==> config.mk <==
export PLATFORM = sky130hd
export DESIGN_NAME = pim_irq_enable
export DESIGN_NICKNAME = d
export VERILOG_FILES = /design/src/pim_pkg.sv /design/src/pim_sticky_bit.sv /design/src/pim_irq_enable.sv
export SDC_FILE = /design/constraint.sdc
export NUM_CORES = 1
export LEC_CHECK = 0
export BUFFER_PORTS_ARGS = -buffer_cell sky130_fd_sc_hd__buf_2
export CAP_MARGIN = 10
export CORE_ASPECT_RATIO = 1.4
export CORE_UTILIZATION = 45
export DETAILED_ROUTE_END_ITERATION = 16
export PLACE_DENSITY = 0.75
export SLEW_MARGIN = 20
export SYNTH_ARGS = -nofsm -noshare
export SYNTH_HDL_FRONTEND = slang
export SYNTH_SLANG_ARGS = --single-unit
==> constraint.sdc <==
create_clock -name aclk -period 1.8 [get_ports aclk]
set_input_delay 0.18 -clock aclk [delete_from_list [all_inputs] [get_ports aclk]]
set_output_delay 0.18 -clock aclk [all_outputs]
set_load 0.02 [all_outputs]
==> src/pim_pkg.sv <==
// Purpose: Shared constants for the PHY interrupt enable and mask block
// Assumes: Registers reached over AXI4-Lite, one 32-bit word per register
// Notes:   Printed offsets are register indexes; byte address is index x 4
`default_nettype none

package pim_pkg;

  // ----------------------------------------------------------------
  // Register map
  // ----------------------------------------------------------------
  localparam int unsigned ADDR_W      = 8;
  localparam int unsigned REG_W       = 16;
  localparam logic [7:0]  MASK_IDX    = 8'h18;
  localparam logic [7:0]  STATUS_IDX  = 8'h19;
  localparam logic [7:0]  MASK_ADDR   = {MASK_IDX[5:0], 2'h0};
  localparam logic [7:0]  STATUS_ADDR = {STATUS_IDX[5:0], 2'h0};

  // ----------------------------------------------------------------
  // Field positions, shared by enable and status words
  // ----------------------------------------------------------------
  localparam int unsigned BIT_PIN_EN  = 0;
  localparam int unsigned BIT_PENDING = 0;
  localparam int unsigned BIT_SPEED   = 1;
  localparam int unsigned BIT_LINK    = 2;
  localparam int unsigned BIT_RX      = 3;
  localparam int unsigned BIT_FIFO    = 4;
  localparam int unsigned BIT_IDLE    = 5;
  localparam int unsigned BIT_PAGE    = 6;
  localparam int unsigned BIT_FCFG    = 7;
  localparam int unsigned BIT_NEG     = 8;
  localparam int unsigned BIT_SYNC    = 9;
  localparam int unsigned BIT_CABLE   = 10;
  localparam int unsigned NUM_EVT     = 10;
  localparam int unsigned FIELD_W     = NUM_EVT + 1;

  // ----------------------------------------------------------------
  // Reset values
  // ----------------------------------------------------------------
  localparam logic [10:0] MASK_RST    = 11'h000;
  localparam logic        STICKY_RST  = 1'h0;
  localparam logic        ALERT_N_RST = 1'h1;

  // ----------------------------------------------------------------
  // Bus responses and channel states
  // ----------------------------------------------------------------
  localparam logic [1:0]  RESP_OKAY   = 2'h0;
  localparam logic [1:0]  RESP_SLVERR = 2'h2;

  typedef enum logic [1:0] {
    WR_COLLECT = 2'h1,
    WR_RESP    = 2'h2
  } pim_wr_state_t;

  typedef enum logic [1:0] {
    RD_IDLE = 2'h1,
    RD_DATA = 2'h2
  } pim_rd_state_t;

endpackage

`default_nettype wire

==> src/pim_sticky_bit.sv <==
// Purpose: One latched event flag with set priority over clear
// Assumes: Set and clear are single-clock signals on aclk
// Notes:   A set in the clearing cycle leaves the flag high
`timescale 1ns/1ps
`default_nettype none

module pim_sticky_bit #(
  parameter logic RST_VAL = pim_pkg::STICKY_RST
) (
  // Clock and reset
  input  wire logic aclk,
  input  wire logic aresetn,
  // Control
  input  wire logic set,
  input  wire logic clear,
  // Flag
  output logic      flag
);

  logic flag_ff;

  // ----------------------------------------------------------------
  // Flag storage
  // ----------------------------------------------------------------
  always_ff @(posedge aclk) begin
    if (!aresetn) begin
      flag_ff <= RST_VAL;
    end else if (set) begin
      flag_ff <= 1'h1;
    end else if (clear) begin
      flag_ff <= 1'h0;
    end
  end

  assign flag = flag_ff;

endmodule

`default_nettype wire

==> src/pim_irq_enable.sv <==
// Purpose: Interrupt enable, status latch and alert pin of a PHY
// Assumes: Event inputs are one-cycle pulses on aclk
// Notes:   Status reads clear every latched bit at once unless its event fires in the read cycle
//
// The address map and register access over AXI4-Lite are this design's own decisions.
`timescale 1ns/1ps
`default_nettype none

module pim_irq_enable (
  // Clock and reset
  input  wire logic        aclk,
  input  wire logic        aresetn,
  // AXI4-Lite write address
  input  wire logic [7:0]  s_axi_awaddr,
  input  wire logic [2:0]  s_axi_awprot,
  input  wire logic        s_axi_awvalid,
  output logic             s_axi_awready,
  // AXI4-Lite write data
  input  wire logic [31:0] s_axi_wdata,
  input  wire logic [3:0]  s_axi_wstrb,
  input  wire logic        s_axi_wvalid,
  output logic             s_axi_wready,
  // AXI4-Lite write response
  output logic [1:0]       s_axi_bresp,
  output logic             s_axi_bvalid,
  input  wire logic        s_axi_bready,
  // AXI4-Lite read address
  input  wire logic [7:0]  s_axi_araddr,
  input  wire logic [2:0]  s_axi_arprot,
  input  wire logic        s_axi_arvalid,
  output logic             s_axi_arready,
  // AXI4-Lite read data
  output logic [31:0]      s_axi_rdata,
  output logic [1:0]       s_axi_rresp,
  output logic             s_axi_rvalid,
  input  wire logic        s_axi_rready,
  // Event sources
  input  wire logic        cable_diag_evt,
  input  wire logic        sync_lost_evt,
  input  wire logic        negotiation_change_evt,
  input  wire logic        frame_checker_evt,
  input  wire logic        page_received_evt,
  input  wire logic        idle_error_saturate_evt,
  input  wire logic        mac_fifo_flow_evt,
  input  wire logic        receive_change_evt,
  input  wire logic        link_change_evt,
  input  wire logic        speed_change_evt,
  // Interrupt pin
  output logic             alert_n
);

  localparam int unsigned NE = pim_pkg::NUM_EVT;

  pim_pkg::pim_wr_state_t wr_state_ff;
  pim_pkg::pim_rd_state_t rd_state_ff;

  logic [10:0] mask_ff;
  logic        aw_held_ff;
  logic [7:0]  awaddr_ff;
  logic        w_held_ff;
  logic [31:0] wdata_ff;
  logic [3:0]  wstrb_ff;
  logic [1:0]  bresp_ff;
  logic [31:0] rdata_ff;
  logic [1:0]  rresp_ff;
  logic        alert_n_ff;
  logic [NE-1:0] evt_vec;
  logic [NE-1:0] stat_q;
  logic [NE-1:0] src_enable;
  logic        pending_q;
  logic        pending_set;
  logic        aw_take;
  logic        w_take;
  logic        do_write;
  logic        ar_take;
  logic        status_rd;
  logic [15:0] status_word;

  // ----------------------------------------------------------------
  // Event vector in status bit order
  // ----------------------------------------------------------------
  assign evt_vec = {cable_diag_evt, sync_lost_evt, negotiation_change_evt,
                    frame_checker_evt, page_received_evt,
                    idle_error_saturate_evt, mac_fifo_flow_evt,
                    receive_change_evt, link_change_evt, speed_change_evt};

  // Source enables sit directly above the pin enable
  assign src_enable = mask_ff[pim_pkg::BIT_CABLE:pim_pkg::BIT_SPEED];

  // ----------------------------------------------------------------
  // Status latches
  // ----------------------------------------------------------------
  assign status_rd = ar_take && (s_axi_araddr == pim_pkg::STATUS_ADDR);

  genvar gi;
  generate
    for (gi = 0; gi < NE; gi++) begin : g_stat
      pim_sticky_bit #(
        .RST_VAL (pim_pkg::STICKY_RST)
      ) u_stat (
        .aclk    (aclk),
        .aresetn (aresetn),
        .set     (evt_vec[gi]),
        .clear   (status_rd),
        .flag    (stat_q[gi])
      );
    end
  endgenerate

  // ----------------------------------------------------------------
  // Pending flag
  // ----------------------------------------------------------------
  assign pending_set = |(evt_vec & src_enable);

  pim_sticky_bit #(
    .RST_VAL (pim_pkg::STICKY_RST)
  ) u_pending (
    .aclk    (aclk),
    .aresetn (aresetn),
    .set     (pending_set),
    .clear   (status_rd),
    .flag    (pending_q)
  );

  assign status_word = {5'h00, stat_q, pending_q};

  // ----------------------------------------------------------------
  // Alert pin
  // ----------------------------------------------------------------
  always_ff @(posedge aclk) begin
    if (!aresetn) begin
      alert_n_ff <= pim_pkg::ALERT_N_RST;
    end else begin
      alert_n_ff <= !(pending_q && mask_ff[pim_pkg::BIT_PIN_EN]);
    end
  end

  assign alert_n = alert_n_ff;

  // ----------------------------------------------------------------
  // Write channel
  // ----------------------------------------------------------------
  assign s_axi_awready = (wr_state_ff == pim_pkg::WR_COLLECT) && !aw_held_ff;
  assign s_axi_wready  = (wr_state_ff == pim_pkg::WR_COLLECT) && !w_held_ff;
  assign aw_take       = s_axi_awvalid && s_axi_awready;
  assign w_take        = s_axi_wvalid && s_axi_wready;
  assign do_write      = (wr_state_ff == pim_pkg::WR_COLLECT) &&
                         aw_held_ff && w_held_ff;

  always_ff @(posedge aclk) begin
    if (!aresetn) begin
      aw_held_ff <= 1'h0;
      awaddr_ff  <= 8'h00;
    end else if (aw_take) begin
      aw_held_ff <= 1'h1;
      awaddr_ff  <= s_axi_awaddr;
    end else if (do_write) begin
      aw_held_ff <= 1'h0;
    end
  end

  always_ff @(posedge aclk) begin
    if (!aresetn) begin
      w_held_ff <= 1'h0;
      wdata_ff  <= 32'h0000_0000;
      wstrb_ff  <= 4'h0;
    end else if (w_take) begin
      w_held_ff <= 1'h1;
      wdata_ff  <= s_axi_wdata;
      wstrb_ff  <= s_axi_wstrb;
    end else if (do_write) begin
      w_held_ff <= 1'h0;
    end
  end

  always_ff @(posedge aclk) begin
    if (!aresetn) begin
      wr_state_ff <= pim_pkg::WR_COLLECT;
      bresp_ff    <= pim_pkg::RESP_OKAY;
    end else begin
      case (wr_state_ff)
        pim_pkg::WR_COLLECT: begin
          if (do_write) begin
            wr_state_ff <= pim_pkg::WR_RESP;
            if ((awaddr_ff == pim_pkg::MASK_ADDR) ||
                (awaddr_ff == pim_pkg::STATUS_ADDR)) begin
              bresp_ff <= pim_pkg::RESP_OKAY;
            end else begin
              bresp_ff <= pim_pkg::RESP_SLVERR;
            end
          end
        end
        pim_pkg::WR_RESP: begin
          if (s_axi_bready) begin
            wr_state_ff <= pim_pkg::WR_COLLECT;
          end
        end
        default: begin
          wr_state_ff <= pim_pkg::WR_COLLECT;
        end
      endcase
    end
  end

  assign s_axi_bvalid = (wr_state_ff == pim_pkg::WR_RESP);
  assign s_axi_bresp  = bresp_ff;

  // ----------------------------------------------------------------
  // Enable register
  // ----------------------------------------------------------------
  always_ff @(posedge aclk) begin
    if (!aresetn) begin
      mask_ff <= pim_pkg::MASK_RST;
    end else if (do_write && (awaddr_ff == pim_pkg::MASK_ADDR)) begin
      if (wstrb_ff[0]) begin
        mask_ff[7:0] <= wdata_ff[7:0];
      end
      if (wstrb_ff[1]) begin
        mask_ff[10:8] <= wdata_ff[10:8];
      end
    end
  end

  // ----------------------------------------------------------------
  // Read channel
  // ----------------------------------------------------------------
  assign s_axi_arready = (rd_state_ff == pim_pkg::RD_IDLE);
  assign ar_take       = s_axi_arvalid && s_axi_arready;

  always_ff @(posedge aclk) begin
    if (!aresetn) begin
      rd_state_ff <= pim_pkg::RD_IDLE;
      rdata_ff    <= 32'h0000_0000;
      rresp_ff    <= pim_pkg::RESP_OKAY;
    end else begin
      case (rd_state_ff)
        pim_pkg::RD_IDLE: begin
          if (ar_take) begin
            rd_state_ff <= pim_pkg::RD_DATA;
            if (s_axi_araddr == pim_pkg::MASK_ADDR) begin
              rdata_ff <= {21'h0, mask_ff};
              rresp_ff <= pim_pkg::RESP_OKAY;
            end else if (status_rd) begin
              rdata_ff <= {16'h0000, status_word};
              rresp_ff <= pim_pkg::RESP_OKAY;
            end else begin
              rdata_ff <= 32'h0000_0000;
              rresp_ff <= pim_pkg::RESP_SLVERR;
            end
          end
        end
        pim_pkg::RD_DATA: begin
          if (s_axi_rready) begin
            rd_state_ff <= pim_pkg::RD_IDLE;
          end
        end
        default: begin
          rd_state_ff <= pim_pkg::RD_IDLE;
        end
      endcase
    end
  end

  assign s_axi_rvalid = (rd_state_ff == pim_pkg::RD_DATA);
  assign s_axi_rdata  = rdata_ff;
  assign s_axi_rresp  = rresp_ff;
endmodule

`default_nettype wire

* Word-level counts from Yosys, hierarchy flattened *
Cells that the tools add are included.

storage, ports and cells
  register bits = 86
  input bits = 75
  logic and storage cells = 97

operators by class
  equality and inequality tests = 12
  multiplexer cells = 26
  bitwise gates (word level) = 1
  reductions and logical operators = 34

operators by type and width
  cell                  count
  $eq A8 B7 Y1 const B  4
  $reduce_bool A2 Y1    13
  $mux W11              2
  $mux W1               15
  $mux W2               7
  $reduce_and A2 Y1     6
  $and A10 B10 Y10      1
  $logic_and A1 B1 Y1   10
  $reduce_or A10 Y1     1
  $pmux W2 S2           2
  $ne A2 B1 Y1 const B  3
  $eq A2 B1 Y1 const B  2
  $eq A2 B2 Y1 const B  2
  $logic_not A1 Y1      3
  $ne A2 B2 Y1 const B  1
  $logic_or A1 B1 Y1    1

* Logic depth before layout (Yosys ltp) *
Gate-level depths: netlist of run 1.

  depth in word-level cells = 5
  gate-level depth with buffers = 5

* Cells and area by module *
Synthesis of run 1 repeated with hierarchy kept, for this count alone.

second synthesis, totals
  cells, all modules = 293
  area, all modules = 2887.8 sq um

modules (own cells, without submodules)
  module          times used  cells each  area each (sq um)
  pim_irq_enable  1           260         2433.6
  pim_sticky_bit  11          3           41.3

* Worst setup path before layout of run 1 *
Ideal clock, no wire load.

  kind = flip-flop to flip-flop
  start point = register awaddr_ff[7]
  end point = register mask_ff[0]
  arrival time = 1434 ps
  setup slack = 295 ps
  cell stages (with the launch flop) = 4
  path buffers = 0
  clock period less this slack = 1505 ps
  cells stage by stage = dfxtp_1 or3_4 nor4_4 mux2i_1

between the ends
  word-level cells in the longest chain between the ends = 3

ends and longest elaborated chain
  item                                RTL line               text
  start: declaration                  pim_irq_enable.sv:59   logic [7:0] awaddr_ff;
  start signal: assignment            pim_irq_enable.sv:156  awaddr_ff <= s_axi_awaddr;
  $eq A8 B7 Y1                        pim_irq_enable.sv:214  end else if (do_write && (awaddr_ff == pim_pkg::MASK_ADDR)) begin
  $logic_and A1 B1 Y1                 pim_irq_enable.sv:214
  $reduce_and A2 Y1 (no source line)  --
  end signal: assignment              pim_irq_enable.sv:213  mask_ff <= pim_pkg::MASK_RST;
  end signal: assignment              pim_irq_enable.sv:216  mask_ff[7:0] <= wdata_ff[7:0];
  end: declaration                    pim_irq_enable.sv:57   logic [10:0] mask_ff;

No other way between the ends.
A chain may end at the register's enable or synchronous reset.

* Worst setup path after layout of run 1 *
  start point = register wr_state_ff[0]
  end point = output port s_axi_awready

between the ends
  word-level cells in the longest chain between the ends = 2

ends and longest elaborated chain
  item                      RTL line               text
  start: declaration        pim_irq_enable.sv:54   pim_pkg::pim_wr_state_t wr_state_ff;
  start signal: assignment  pim_irq_enable.sv:178  wr_state_ff <= pim_pkg::WR_COLLECT;
  start signal: assignment  pim_irq_enable.sv:184  wr_state_ff <= pim_pkg::WR_RESP;
  start signal: assignment  pim_irq_enable.sv:195  wr_state_ff <= pim_pkg::WR_COLLECT;
  $eq A2 B1 Y1              pim_irq_enable.sv:143  assign s_axi_awready = (wr_state_ff == pim_pkg::WR_COLLECT) && !aw_held_ff;
  $logic_and A1 B1 Y1       pim_irq_enable.sv:143
  end: declaration          pim_irq_enable.sv:17   output logic s_axi_awready,

No other way between the ends.

==> metrics.cfg, run 1 <==
[outcome]
status = finished clean

[pwr]
power_frac_comb_pct = 13.7
power_leakage_nw = 1.40
switching_share_pct = 25.3
vdd.ir_drop.worst_mv = 0.459
clkPwrFrac_pct = 37.8
powerDensity_mw_per_mm2 = 915
seqPwrFrac_pct = 48.5
p_int_mw = 2.34
p_total_mw = 3.14
netSwitchingPower_mw = 0.795

[synthesis]
synth_top_area_share_pct = 43.8
yosysSeqAreaShare_pct = 43.8
syn_area_per_cell_sq_um = 9.05
async_flop_share_pct = 0
yosys.area.top_type = dfxtp_1
synth-seq-cells = 63
synth_warnings = 0
ys_top_cells_by_area = dfxtp_1, mux2i_1, nand2_1
syn-instance-count = 318
ys_types = 38
synth_flop_cell = dfxtp_1
synth_edf_count = 0
yosys-top-cells-count = dfxtp_1, nand2_1, buf_4
syn-cell-area_sq_mm = 0.00288
yosysMostFrequentCell = dfxtp_1

[placed_design]
place_hpwl_um = 4020
place_congestion = 0.746
postPlaceCellArea_sq_mm = 0.00324
dp_cells = 442
numPortBuffers = 64
dp_worst_setup_slack_ns = 0.292

[grt]
gr-total-overflow = 0
met1_usage_pct = 19.3
grt_usage_pct = 17.6
grt_max_degree = 38
antenna_found_initial = 0
grt_first_pass_wirelength_um = 9520
busiest_layer = met2
met2_usage_pct = 30.8
grt_pass1_vias = 2164
met3_usage_pct = 4.79

[finish]
final_util_pct = 55.2
drive_above_1_share_pct = 25.1
final_cells = 455
n_fill_cell = 570
area_delta_synth_final_pct = 19.1
postLayoutCellArea_sq_mm = 0.00343
fin_nets = 456
insertedDiodeCount = 0

[clock_network]
clk_path_buf_depth = 2
clkTransAtPathRegs_ns = 0.06
numCtsBuffers = 9
cts_max_level = 3
clock_latency_ns = 0.34
clock_sinks = 63
cts_root_buf = clkbuf_8
postCtsSetupRepairBufs = 0
cts-hold-fix-buffers = 0
cts_tree = built
cts_resized = 0

[detailed_routing]
vias_per_cell = 5.15
drc_errors = 0
first_iter_violations = 130
wl_um = 5740
dr_total_vias = 2341
first_pass_iters = 6
wl_per_cell_um = 12.6
ant_nets = 0

[sta]
fin_setup_tns_ns = 0
slew_viol_final = 0
hold_violations = 0
fin_ws_ns = 0.274
max_freq_mhz = 655
clock_skew_ns = 0.00520
post-route-period-util_pct = 84.8
finalCriticalPeriod_ns = 1.53
grt_setup_unrepaired = false
final-setup-viol-count = 0
holdWs_ns = 0.0656

[floorplanning]
die_h_um = 96.6
placementRows = 34
die_w_um = 69.6
fp.coreArea_sq_mm = 0.00621
die_area_sq_mm = 0.00672
initial_core_util_pct = 46.3
io_pins = 117

[worst_setup_path]
worstPathArrival_ns = 1.35
critPathMaxFanout = 5
cp-end-kind = primary output
start_kind = register
required_ns = 1.62
critPathKind = register to primary output

[job]
cap_violations = 0

[hold_path]
worst_hold_path_type = primary input to register

## cells in the final DEF (no fill, tap or decap), drive strengths merged
cell	netlist	layout
nor2b	15	15
o31a	1	1
and4bb	1	1
clkbuf	21	12
nand4	1	1
o211a	1	1
inv	11	11
nand4bb	1	1
nand3	13	13
nor2	1	1
nor3b	4	4
or4bb	1	1
nor4	2	2
mux2i	19	19
nand4b	11	11
conb	1	23
nor3	1	1
o21a	12	12
o21ai	12	12
bufinv	0	1
nand2	49	49
buf	24	75
mux2	1	1
a31oi	21	21
dfxtp	63	63
nand3b	1	1
or3	1	1
nor4bb	2	2
and3b	1	1
a22oi	5	5
nand2b	3	3
a21oi	2	2
a21boi	14	14
nor4b	1	1
and4b	1	1
## layout make-up
type | instances | area, sq um | share of cell area (%)
tap | 72 | 90.1 | 2.63
timing repair buffer | 75 | 428 | 12.5
clock inverter | 1 | 30.0 | 0.876
sequential | 63 | 1260 | 36.8
multi-input combinational | 221 | 1420 | 41.5
inverter | 11 | 41.3 | 1.20
clock buffer | 12 | 155 | 4.53
## layer usage
metal	up-vias	part of all wire [%]
met3	14	4.2
met2	60	50
met1	1081	44
met4	0	2.4
met5	-	0
li1	1186	-
## worst max-delay path: stages, from the launching register on
cell and delay [ns]:
dfxtp_1 0.44, buf_4 0.17, nor3b_1 0.19, buf_2 0.20
## power by group through the flow
| stage | combinational [mW] | clock (mW) | sequential, mW |
|---|---|---|---|
| global placement | 0.423 | 0 | 1.55 |
| detailed placement | 0.431 | 0 | 1.55 |
| finish | 0.430 | 1.19 | 1.52 |
| global route | 0.471 | 1.27 | 1.53 |
| CTS | 0.434 | 1.21 | 1.52 |
| floorplan | 0.306 | 0 | 1.57 |
## state kept, by name, indices dropped and copies added (netlist names)
register,cells
alert_n,1
aw_held_ff,1
awaddr_ff,8
g_stat.u_stat.flag,10
mask_ff,11
rd_state_ff,2
s_axi_bresp,1
s_axi_rdata,11
s_axi_rresp,1
u_pending.flag,1
w_held_ff,1
wdata_ff,11
wr_state_ff,2
wstrb_ff,2
## cell families after synthesis
group / synth area share (%)
flops: 43.8
simple gates: 22.9
compound gates: 15.7
other cells: 0.130
mux: 7.00
buf+inv: 10.4
## final timing paths
kind | startpoint | end | slack (ns) | depth (start not counted)
min reg2reg | u_pending.flag$_SDFFE_PN0P_ | alert_n$_SDFF_PN1_ | 0.41 | 1
max | wr_state_ff[0]$_SDFFE_PN1P_ | s_axi_awready | 0.27 | 3
max reg2reg | wr_state_ff[0]$_SDFFE_PN1P_ | wdata_ff[7]$_SDFFE_PN0P_ | 0.28 | 3
min | cable_diag_evt | g_stat[9].u_stat.flag$_SDFFE_PN0P_ | 0.07 | 2
Note: power is estimated with default switching activity, not from simulation.
==> run 2, diff against run 1 <==
--- a/config.mk
+++ b/config.mk
@@ -5,12 +5,13 @@
 export SDC_FILE = /design/constraint.sdc
 export NUM_CORES = 1
 export LEC_CHECK = 0
+export ABC_AREA = 1
 export BUFFER_PORTS_ARGS = -buffer_cell sky130_fd_sc_hd__buf_2
 export CAP_MARGIN = 10
 export CORE_ASPECT_RATIO = 1.4
-export CORE_UTILIZATION = 45
+export CORE_UTILIZATION = 43
 export DETAILED_ROUTE_END_ITERATION = 16
-export PLACE_DENSITY = 0.75
+export PLACE_DENSITY = 0.76
 export SLEW_MARGIN = 20
 export SYNTH_ARGS = -nofsm -noshare
 export SYNTH_HDL_FRONTEND = slang
==> constraint.sdc (replaced) <==
create_clock -name aclk -period 1.2 [get_ports aclk]
set_input_delay 0.12 -clock aclk [delete_from_list [all_inputs] [get_ports aclk]]
set_output_delay 0.12 -clock aclk [all_outputs]
set_load 0.02 [all_outputs]
==> run 2 against run 1 <==
The flow now finishes with violations (negative setup slack). Routed wire length rose by 7.2%. Worst hold slack lost 0.045 ns. Die area grew 1.3%. Register-to-register slack worse by 0.29 ns. Final cell count up 16%. Global-route usage grew 0.72 points. Sequential power rose by 53%. Core utilization is 4.3 points higher.
==> metrics.cfg, run 2 <==
[pwr]
netSwitchingPower_mw = 1.41  ; was 0.795 mW
vdd.ir_drop.worst_mv = 0.902  ; was 0.459 mV
power_leakage_nw = 1.66  ; was 1.40 nW
p_int_mw = 3.75  ; was 2.34 mW
clkPwrFrac_pct = 39.0  ; was 37.8%
power_frac_comb_pct = 15.7  ; was 13.7%
switching_share_pct = 27.3  ; was 25.3%
powerDensity_mw_per_mm2 = 1390  ; was 915 mW/mm^2
seqPwrFrac_pct = 45.3  ; was 48.5%

[sta]
post-route-period-util_pct = 101
clock_skew_ns = 0.00521  ; was 0.00520 ns
final-setup-viol-count = 2  ; was 0
grt_setup_unrepaired = true  ; was false
hold_violations = 0  ; unchanged
fin_ws_ns = -0.00956  ; was 0.274 ns
max_freq_mhz = 827
tightest_slew_ns = 0.500
finalCriticalPeriod_ns = 1.21
slew_viol_final = 0  ; unchanged
slew_headroom_pct = 66.6

[grt]
gr-total-overflow = 0  ; unchanged
grt_max_degree = 17  ; was 38
antenna_found_initial = 0  ; unchanged
grt_usage_pct = 18.3  ; was 17.6%
grt_first_pass_wirelength_um = 9890  ; was 9520 um
grt_pass1_vias = 2373  ; was 2164

[clock_network]
cts_max_level = 3  ; unchanged
cts_tree = built  ; unchanged
clkTransAtPathRegs_ns = 0.07  ; was 0.06 ns
clock_sinks = 63  ; unchanged
clk_path_buf_depth = 2  ; unchanged
clock_latency_ns = 0.34  ; about the same
cts_root_buf = clkbuf_8  ; unchanged
numCtsBuffers = 9  ; unchanged

[synthesis]
synth_flop_cell = dfxtp_1  ; unchanged
yosys.area.top_type = dfxtp_1  ; unchanged
yosysSeqAreaShare_pct = 45.3  ; was 43.8%
yosys-top-cells-count = dfxtp_1, nor2_1, nand2_1  ; was dfxtp_1, nand2_1, buf_4
synth-seq-cells = 63  ; unchanged
synth_warnings = 0  ; unchanged
syn-cell-area_sq_mm = 0.00279  ; was 0.00288 sq mm
synth_top_area_share_pct = 45.3  ; was 43.8%
ys_types = 27  ; was 38
async_flop_share_pct = 0  ; unchanged
syn-instance-count = 368  ; was 318
synth_edf_count = 0  ; unchanged
yosysMostFrequentCell = dfxtp_1  ; unchanged
syn_area_per_cell_sq_um = 7.57  ; was 9.05 sq um
ys_top_cells_by_area = dfxtp_1, nor2_1, buf_4  ; was dfxtp_1, mux2i_1, nand2_1

[worst_setup_path]
worstPathArrival_ns = 1.44  ; was 1.35 ns
critPathMaxFanout = 5  ; unchanged
slowest_stage = dfxtp_1  ; unchanged
cp_common_cell = nand2_2
cp-end-kind = register  ; was primary output
path_cells = inv_1 > nor2_2 > nand2_2 > nor2_4 > buf_6 > nand3_4 > nand2_2 > a21oi_2  ; was buf_4 > nor3b_1 > buf_2
slowest_delay_ns = 0.31  ; was 0.44 ns
required_ns = 1.43  ; was 1.62 ns
critPathKind = register to register  ; was register to primary output
start_kind = register  ; unchanged

[detailed_routing]
first_iter_violations = 101  ; was 130
dr_total_vias = 2604  ; was 2341
first_pass_iters = 4  ; was 6
vias_per_cell = 4.91  ; was 5.15
ant_nets = 0  ; unchanged
drc_errors = 0  ; unchanged
wl_per_cell_um = 11.6  ; was 12.6 um
wl_um = 6150  ; was 5740 um

[floorplanning]
die_w_um = 70.0  ; was 69.6 um
initial_core_util_pct = 44.5  ; was 46.3%
die_area_sq_mm = 0.00681  ; was 0.00672 sq mm
die_h_um = 97.2  ; was 96.6 um
placementRows = 34  ; unchanged
io_pins = 117  ; unchanged
fp.coreArea_sq_mm = 0.00625  ; was 0.00621 sq mm

[finish]
n_fill_cell = 577  ; was 570
mostFrequentLayoutCell = buf_2  ; unchanged
final_cell_mix = buf_2, dfxtp_1, nor2_1  ; was buf_2, dfxtp_1, nand2_1
final_cells = 530  ; was 455
drive_above_1_share_pct = 34.9  ; was 25.1%
insertedDiodeCount = 0  ; unchanged
area_delta_synth_final_pct = 33.6  ; was 19.1%
fin_nets = 528  ; was 456

[hold_path]
worst_hold_path_type = primary input to register  ; unchanged

[outcome]
violations = negative setup slack
status = complete, but fails checks  ; was finished clean

[placed_design]
numPortBuffers = 64  ; unchanged
dp_worst_setup_slack_ns = -0.111  ; was 0.292 ns
place_hpwl_um = 4230  ; was 4020 um
dp_cells = 502  ; was 442
place_congestion = 0.792  ; was 0.746

[job]
cap_violations = 0  ; unchanged

==> run 2: cell families after synthesis <==
kind of cell	synth area share, %
and+or+nand+nor	28.0
AOI/OAI and AO/OA	12.3
buffers and inverters	14.3
DFF	45.3
other	0.135
==> run 2: final timing paths <==
check	startpoint	to	slack [ns]	cells past startpoint
max	awaddr_ff[6]$_SDFFE_PN0P_	mask_ff[10]$_SDFFE_PN0P_	-0.01	8
min reg2reg	awaddr_ff[5]$_SDFFE_PN0P_	awaddr_ff[5]$_SDFFE_PN0P_	0.46	2
max reg2reg	awaddr_ff[6]$_SDFFE_PN0P_	mask_ff[10]$_SDFFE_PN0P_	-0.01	8
min	page_received_evt	g_stat[5].u_stat.flag$_SDFFE_PN0P_	0.02	3
==> run 2: timing repair <==
item / in CTS / in global routing
hold endpoints to repair: 3 / 0
hold buffers: 3 / 0
setup buffers: 2 / 5
endpoints found under the setup margin: 45 / 59
cloned: 2 / 0
pin swaps: 5 / 31
gates resized for setup: 21 / 52
==> run 2: power by group through the flow <==
stage | registers, mW | clock network [mW] | logic, mW
CTS | 2.32 | 2.05 | 0.736
global placement | 2.36 | 0 | 0.668
global route | 2.35 | 2.14 | 0.897
finish | 2.33 | 2.01 | 0.810
detailed placement | 2.36 | 0 | 0.684
floorplan | 2.39 | 0 | 0.501
==> run 2: critical path: cells and delay by family (launching register included) <==
| family | cells | cell delay (ns) |
|---|---|---|
| buffers and inverters | 2 | 0.19 |
| AOI/OAI and AO/OA | 1 | 0.05 |
| DFF | 1 | 0.31 |
| and+or+nand+nor | 5 | 0.55 |
==> run 2: metal layers <==
metal	global-route usage, %	wire (um)	vias to the layer above
li1	-	-	1329
met1	19.0	2440	1174
met2	32.5	3230	82
met3	4.05	260	19
met4	12.2	218	0
met5	0	0	-
==> run 2: through the flow <==
stage	util (%)	power (mW)	hold slack (ns)	TNS (ns)	cell area [sq um]
finish	59.5	5.15	0.0206	-0.0171	3720
CTS	55.9	5.10	0.00652	-0.176	3490
detailed placement	50.4	3.05	0.352	-1.98	3150
global route	59.5	5.39	0.0203	-1.09	3720
floorplan	-	2.89	0.237	0	2870
global placement	50.4	3.03	0.342	-1.08	3150
==> run 2: layout make-up <==
type | instances | area [sq um] | share of cell area [%]
clock buffer | 9 | 124 | 3.33
clock inverter | 7 | 97.6 | 2.62
timing repair buffer | 93 | 647 | 17.4
tap | 72 | 90.1 | 2.42
inverter | 26 | 105 | 2.83
multi-input combinational | 260 | 1380 | 37.1
sequential | 63 | 1270 | 34.3
==> run 3, diff against run 2 <==
--- a/config.mk
+++ b/config.mk
@@ -9,10 +9,11 @@
 export BUFFER_PORTS_ARGS = -buffer_cell sky130_fd_sc_hd__buf_2
 export CAP_MARGIN = 10
 export CORE_ASPECT_RATIO = 1.4
-export CORE_UTILIZATION = 43
+export CORE_UTILIZATION = 44
 export DETAILED_ROUTE_END_ITERATION = 16
 export PLACE_DENSITY = 0.76
 export SLEW_MARGIN = 20
 export SYNTH_ARGS = -nofsm -noshare
 export SYNTH_HDL_FRONTEND = slang
+export SYNTH_HIERARCHICAL = 1
 export SYNTH_SLANG_ARGS = --single-unit
==> run 3 against run 2 <==
Critical path type unchanged. Sequential share of layout area is 2.4 points lower. Clock-buffer cell count up 5. Die area up 7.3%. Largest cell class unchanged. The flow still finishes with violations (negative setup slack). Power down 7.4%. Final cell count up 16%. Clock skew grew 0.0039 ns. Clock power decreased by 24%. Worst hold slack better by 0.0012 ns.
==> metrics.cfg, run 3 <==
[worst_setup_path]
path_buf_inv = 3  ; was 2
path_cells = inv_2 > nand2_4 > nor2_4 > nand3_4 > clkinvlp_4 > inv_1 > nand2_1 > a21oi_2  ; was inv_1 > nor2_2 > nand2_2 > nor2_4 > buf_6 > nand3_4 > nand2_2 > a21oi_2
critPathMaxFanout = 6  ; was 5
slowest_stage = dfxtp_2  ; was dfxtp_1
required_ns = 1.42  ; was 1.43 ns
cp_top_family = simple AND/OR/NAND/NOR gates  ; unchanged
worstPathArrival_ns = 1.49  ; was 1.44 ns
slowest_delay_ns = 0.31  ; about the same
cp-end-kind = register  ; unchanged
start_kind = register  ; unchanged
critPathKind = register to register  ; unchanged

[clock_network]
clk_path_buf_depth = 2  ; unchanged
clock_sinks = 63  ; unchanged
clkTransAtPathRegs_ns = 0.06  ; was 0.07 ns
clock_latency_ns = 0.34  ; about the same
cts_root_buf = clkbuf_8  ; unchanged
numCtsBuffers = 9  ; unchanged
cts_tree = built  ; unchanged
cts_max_level = 3  ; unchanged

[sta]
holdWs_ns = 0.0218  ; was 0.0206 ns
hold_violations = 0  ; unchanged
slew_viol_final = 0  ; unchanged
finalCriticalPeriod_ns = 1.26  ; was 1.21 ns
final-setup-viol-count = 21  ; was 2
max_freq_mhz = 793  ; was 827 MHz
clock_skew_ns = 0.00913  ; was 0.00521 ns
post-route-period-util_pct = 105  ; was 101%
fin_ws_ns = -0.0611  ; was -0.00956 ns
grt_setup_unrepaired = true  ; unchanged

[synthesis]
synth_top_area_share_pct = 41.2  ; was 45.3%
async_flop_share_pct = 0  ; unchanged
synth_flop_cell = dfxtp_1  ; unchanged
yosysMostFrequentCell = inv_1  ; was dfxtp_1
yosysSeqAreaShare_pct = 41.2  ; was 45.3%
yosys-top-cells-count = inv_1, nor2_1, nand2_1  ; was dfxtp_1, nor2_1, nand2_1
ys_types = 29  ; was 27
synth-seq-cells = 63  ; unchanged
ys_top_cells_by_area = dfxtp_1, inv_1, nor2_1  ; was dfxtp_1, nor2_1, buf_4
synth_edf_count = 0  ; unchanged
synth_warnings = 6  ; was 0
syn-instance-count = 437  ; was 368
syn_area_per_cell_sq_um = 7.01  ; was 7.57 sq um
yosys.area.top_type = dfxtp_1  ; unchanged
syn-cell-area_sq_mm = 0.00306  ; was 0.00279 sq mm

[grt]
grt_max_degree = 39  ; was 17
gr-total-overflow = 0  ; unchanged
grt_pass1_vias = 2505  ; was 2373
grt_usage_pct = 18.2  ; was 18.3%
grt_first_pass_wirelength_um = 10400  ; was 9890 um
antenna_found_initial = 0  ; unchanged

[detailed_routing]
wl_um = 6870  ; was 6150 um
wl_per_cell_um = 11.2  ; was 11.6 um
first_iter_violations = 158  ; was 101
ant_nets = 0  ; unchanged
dr_total_vias = 2780  ; was 2604
vias_per_cell = 4.52  ; was 4.91
first_pass_iters = 6  ; was 4
drc_errors = 0  ; unchanged

[finish]
fin_nets = 594  ; was 528
final_cells = 615  ; was 530
area_delta_synth_final_pct = 30.4  ; was 33.6%
insertedDiodeCount = 0  ; unchanged
final_util_pct = 60.0  ; was 59.5%
final_cell_mix = inv_1, buf_2, nor2_1  ; was buf_2, dfxtp_1, nor2_1
drive_above_1_share_pct = 33.3  ; was 34.9%
postLayoutCellArea_sq_mm = 0.00400  ; was 0.00372 sq mm
mostFrequentLayoutCell = inv_1  ; was buf_2
n_fill_cell = 603  ; was 577

[outcome]
violations = negative setup slack  ; unchanged
status = complete, but fails checks  ; unchanged

[placed_design]
dp_cells = 585  ; was 502
numPortBuffers = 64  ; unchanged
postPlaceCellArea_sq_mm = 0.00344  ; was 0.00315 sq mm
place_congestion = 0.831  ; was 0.792
place_hpwl_um = 4340  ; was 4230 um

[floorplanning]
die_h_um = 101  ; was 97.2 um
die_area_sq_mm = 0.00731  ; was 0.00681 sq mm
fp.coreArea_sq_mm = 0.00666  ; was 0.00625 sq mm
die_w_um = 72.5  ; was 70.0 um
placementRows = 35  ; was 34
io_pins = 117  ; unchanged
initial_core_util_pct = 46.0  ; was 44.5%

[pwr]
powerDensity_mw_per_mm2 = 1190  ; was 1390 mW/mm^2
vdd.ir_drop.worst_mv = 0.813  ; was 0.902 mV
power_leakage_nw = 1.90  ; was 1.66 nW

[job]
cap_violations = 0  ; unchanged

[hold_path]
worst_hold_path_type = primary input to register  ; unchanged

[run 3: per-layer routing]
metal | routed length [um] | track usage [%]
met3 | 292 | 3.40
met2 | 3670 | 33.1
met5 | 0 | 0
met4 | 175 | 11.0
met1 | 2740 | 19.0
[run 3: what timing repair did]
item                       CTS  global route
buffers inserted             5             4
pin swaps                    5            18
cloned                       1             6
setup endpoints to repair   32            41
gates resized for setup     21            51
hold buffers                 0             0
[run 3: path summary, 6_finish.rpt]
kind	endpoint	slack, ns	start	depth (start not counted)
setup / recovery	g_stat[3].u_stat/flag$_SDFFE_PN0P_	-0.06	rd_state_ff[1]$_SDFFE_PN0P_	8
hold / removal	awaddr_ff[1]$_SDFFE_PN0P_	0.02	s_axi_awaddr[1]	3
setup reg to reg	g_stat[3].u_stat/flag$_SDFFE_PN0P_	-0.06	rd_state_ff[1]$_SDFFE_PN0P_	8
hold reg to reg	alert_n$_SDFF_PN1_	0.41	mask_ff[0]$_SDFFE_PN0P_	1
[run 3: metrics by stage]
stage | setup TNS (ns) | total power [mW] | setup slack [ns]
after floorplan | 0 | 2.91 | 0.00316
after global placement | -0.550 | 3.05 | -0.0648
after detailed placement | -1.34 | 3.08 | -0.107
after CTS | -0.0272 | 4.64 | -0.0261
after global routing | -2.79 | 4.98 | -0.154
final | -0.382 | 4.77 | -0.0611
[run 3: cell type report]
cell class	instances	area, sq um	share of cell area [%]
Clock buffer	14	153	3.82
Clock inverter	1	5.00	0.125
Inverter	96	367	9.17
Multi-Input combinational cell	263	1450	36.2
Sequential cell	63	1270	31.9
Tap cell	92	115	2.88
Timing Repair Buffer	85	631	15.8
Timing Repair inverter	1	7.51	0.188
[run 3: worst min-delay path: stages]
cell and delay, ns:
buf_2 0.07, o21ai_1 0.05, nor2_1 0.07
[run 3: cell families after synthesis]
group | synth area share (%)
simple gates | 25.2
buf+inv | 20.7
compound gates | 12.9
flops | 41.2
other cells | 0.122
[run 3: where the power goes]
| part | leakage (nW) | internal [mW] | switching, mW |
|---|---|---|---|
| combinational | 1.30 | 0.372 | 0.553 |
| clock | 0.0805 | 0.794 | 0.731 |
| sequential | 0.521 | 2.24 | 0.0845 |
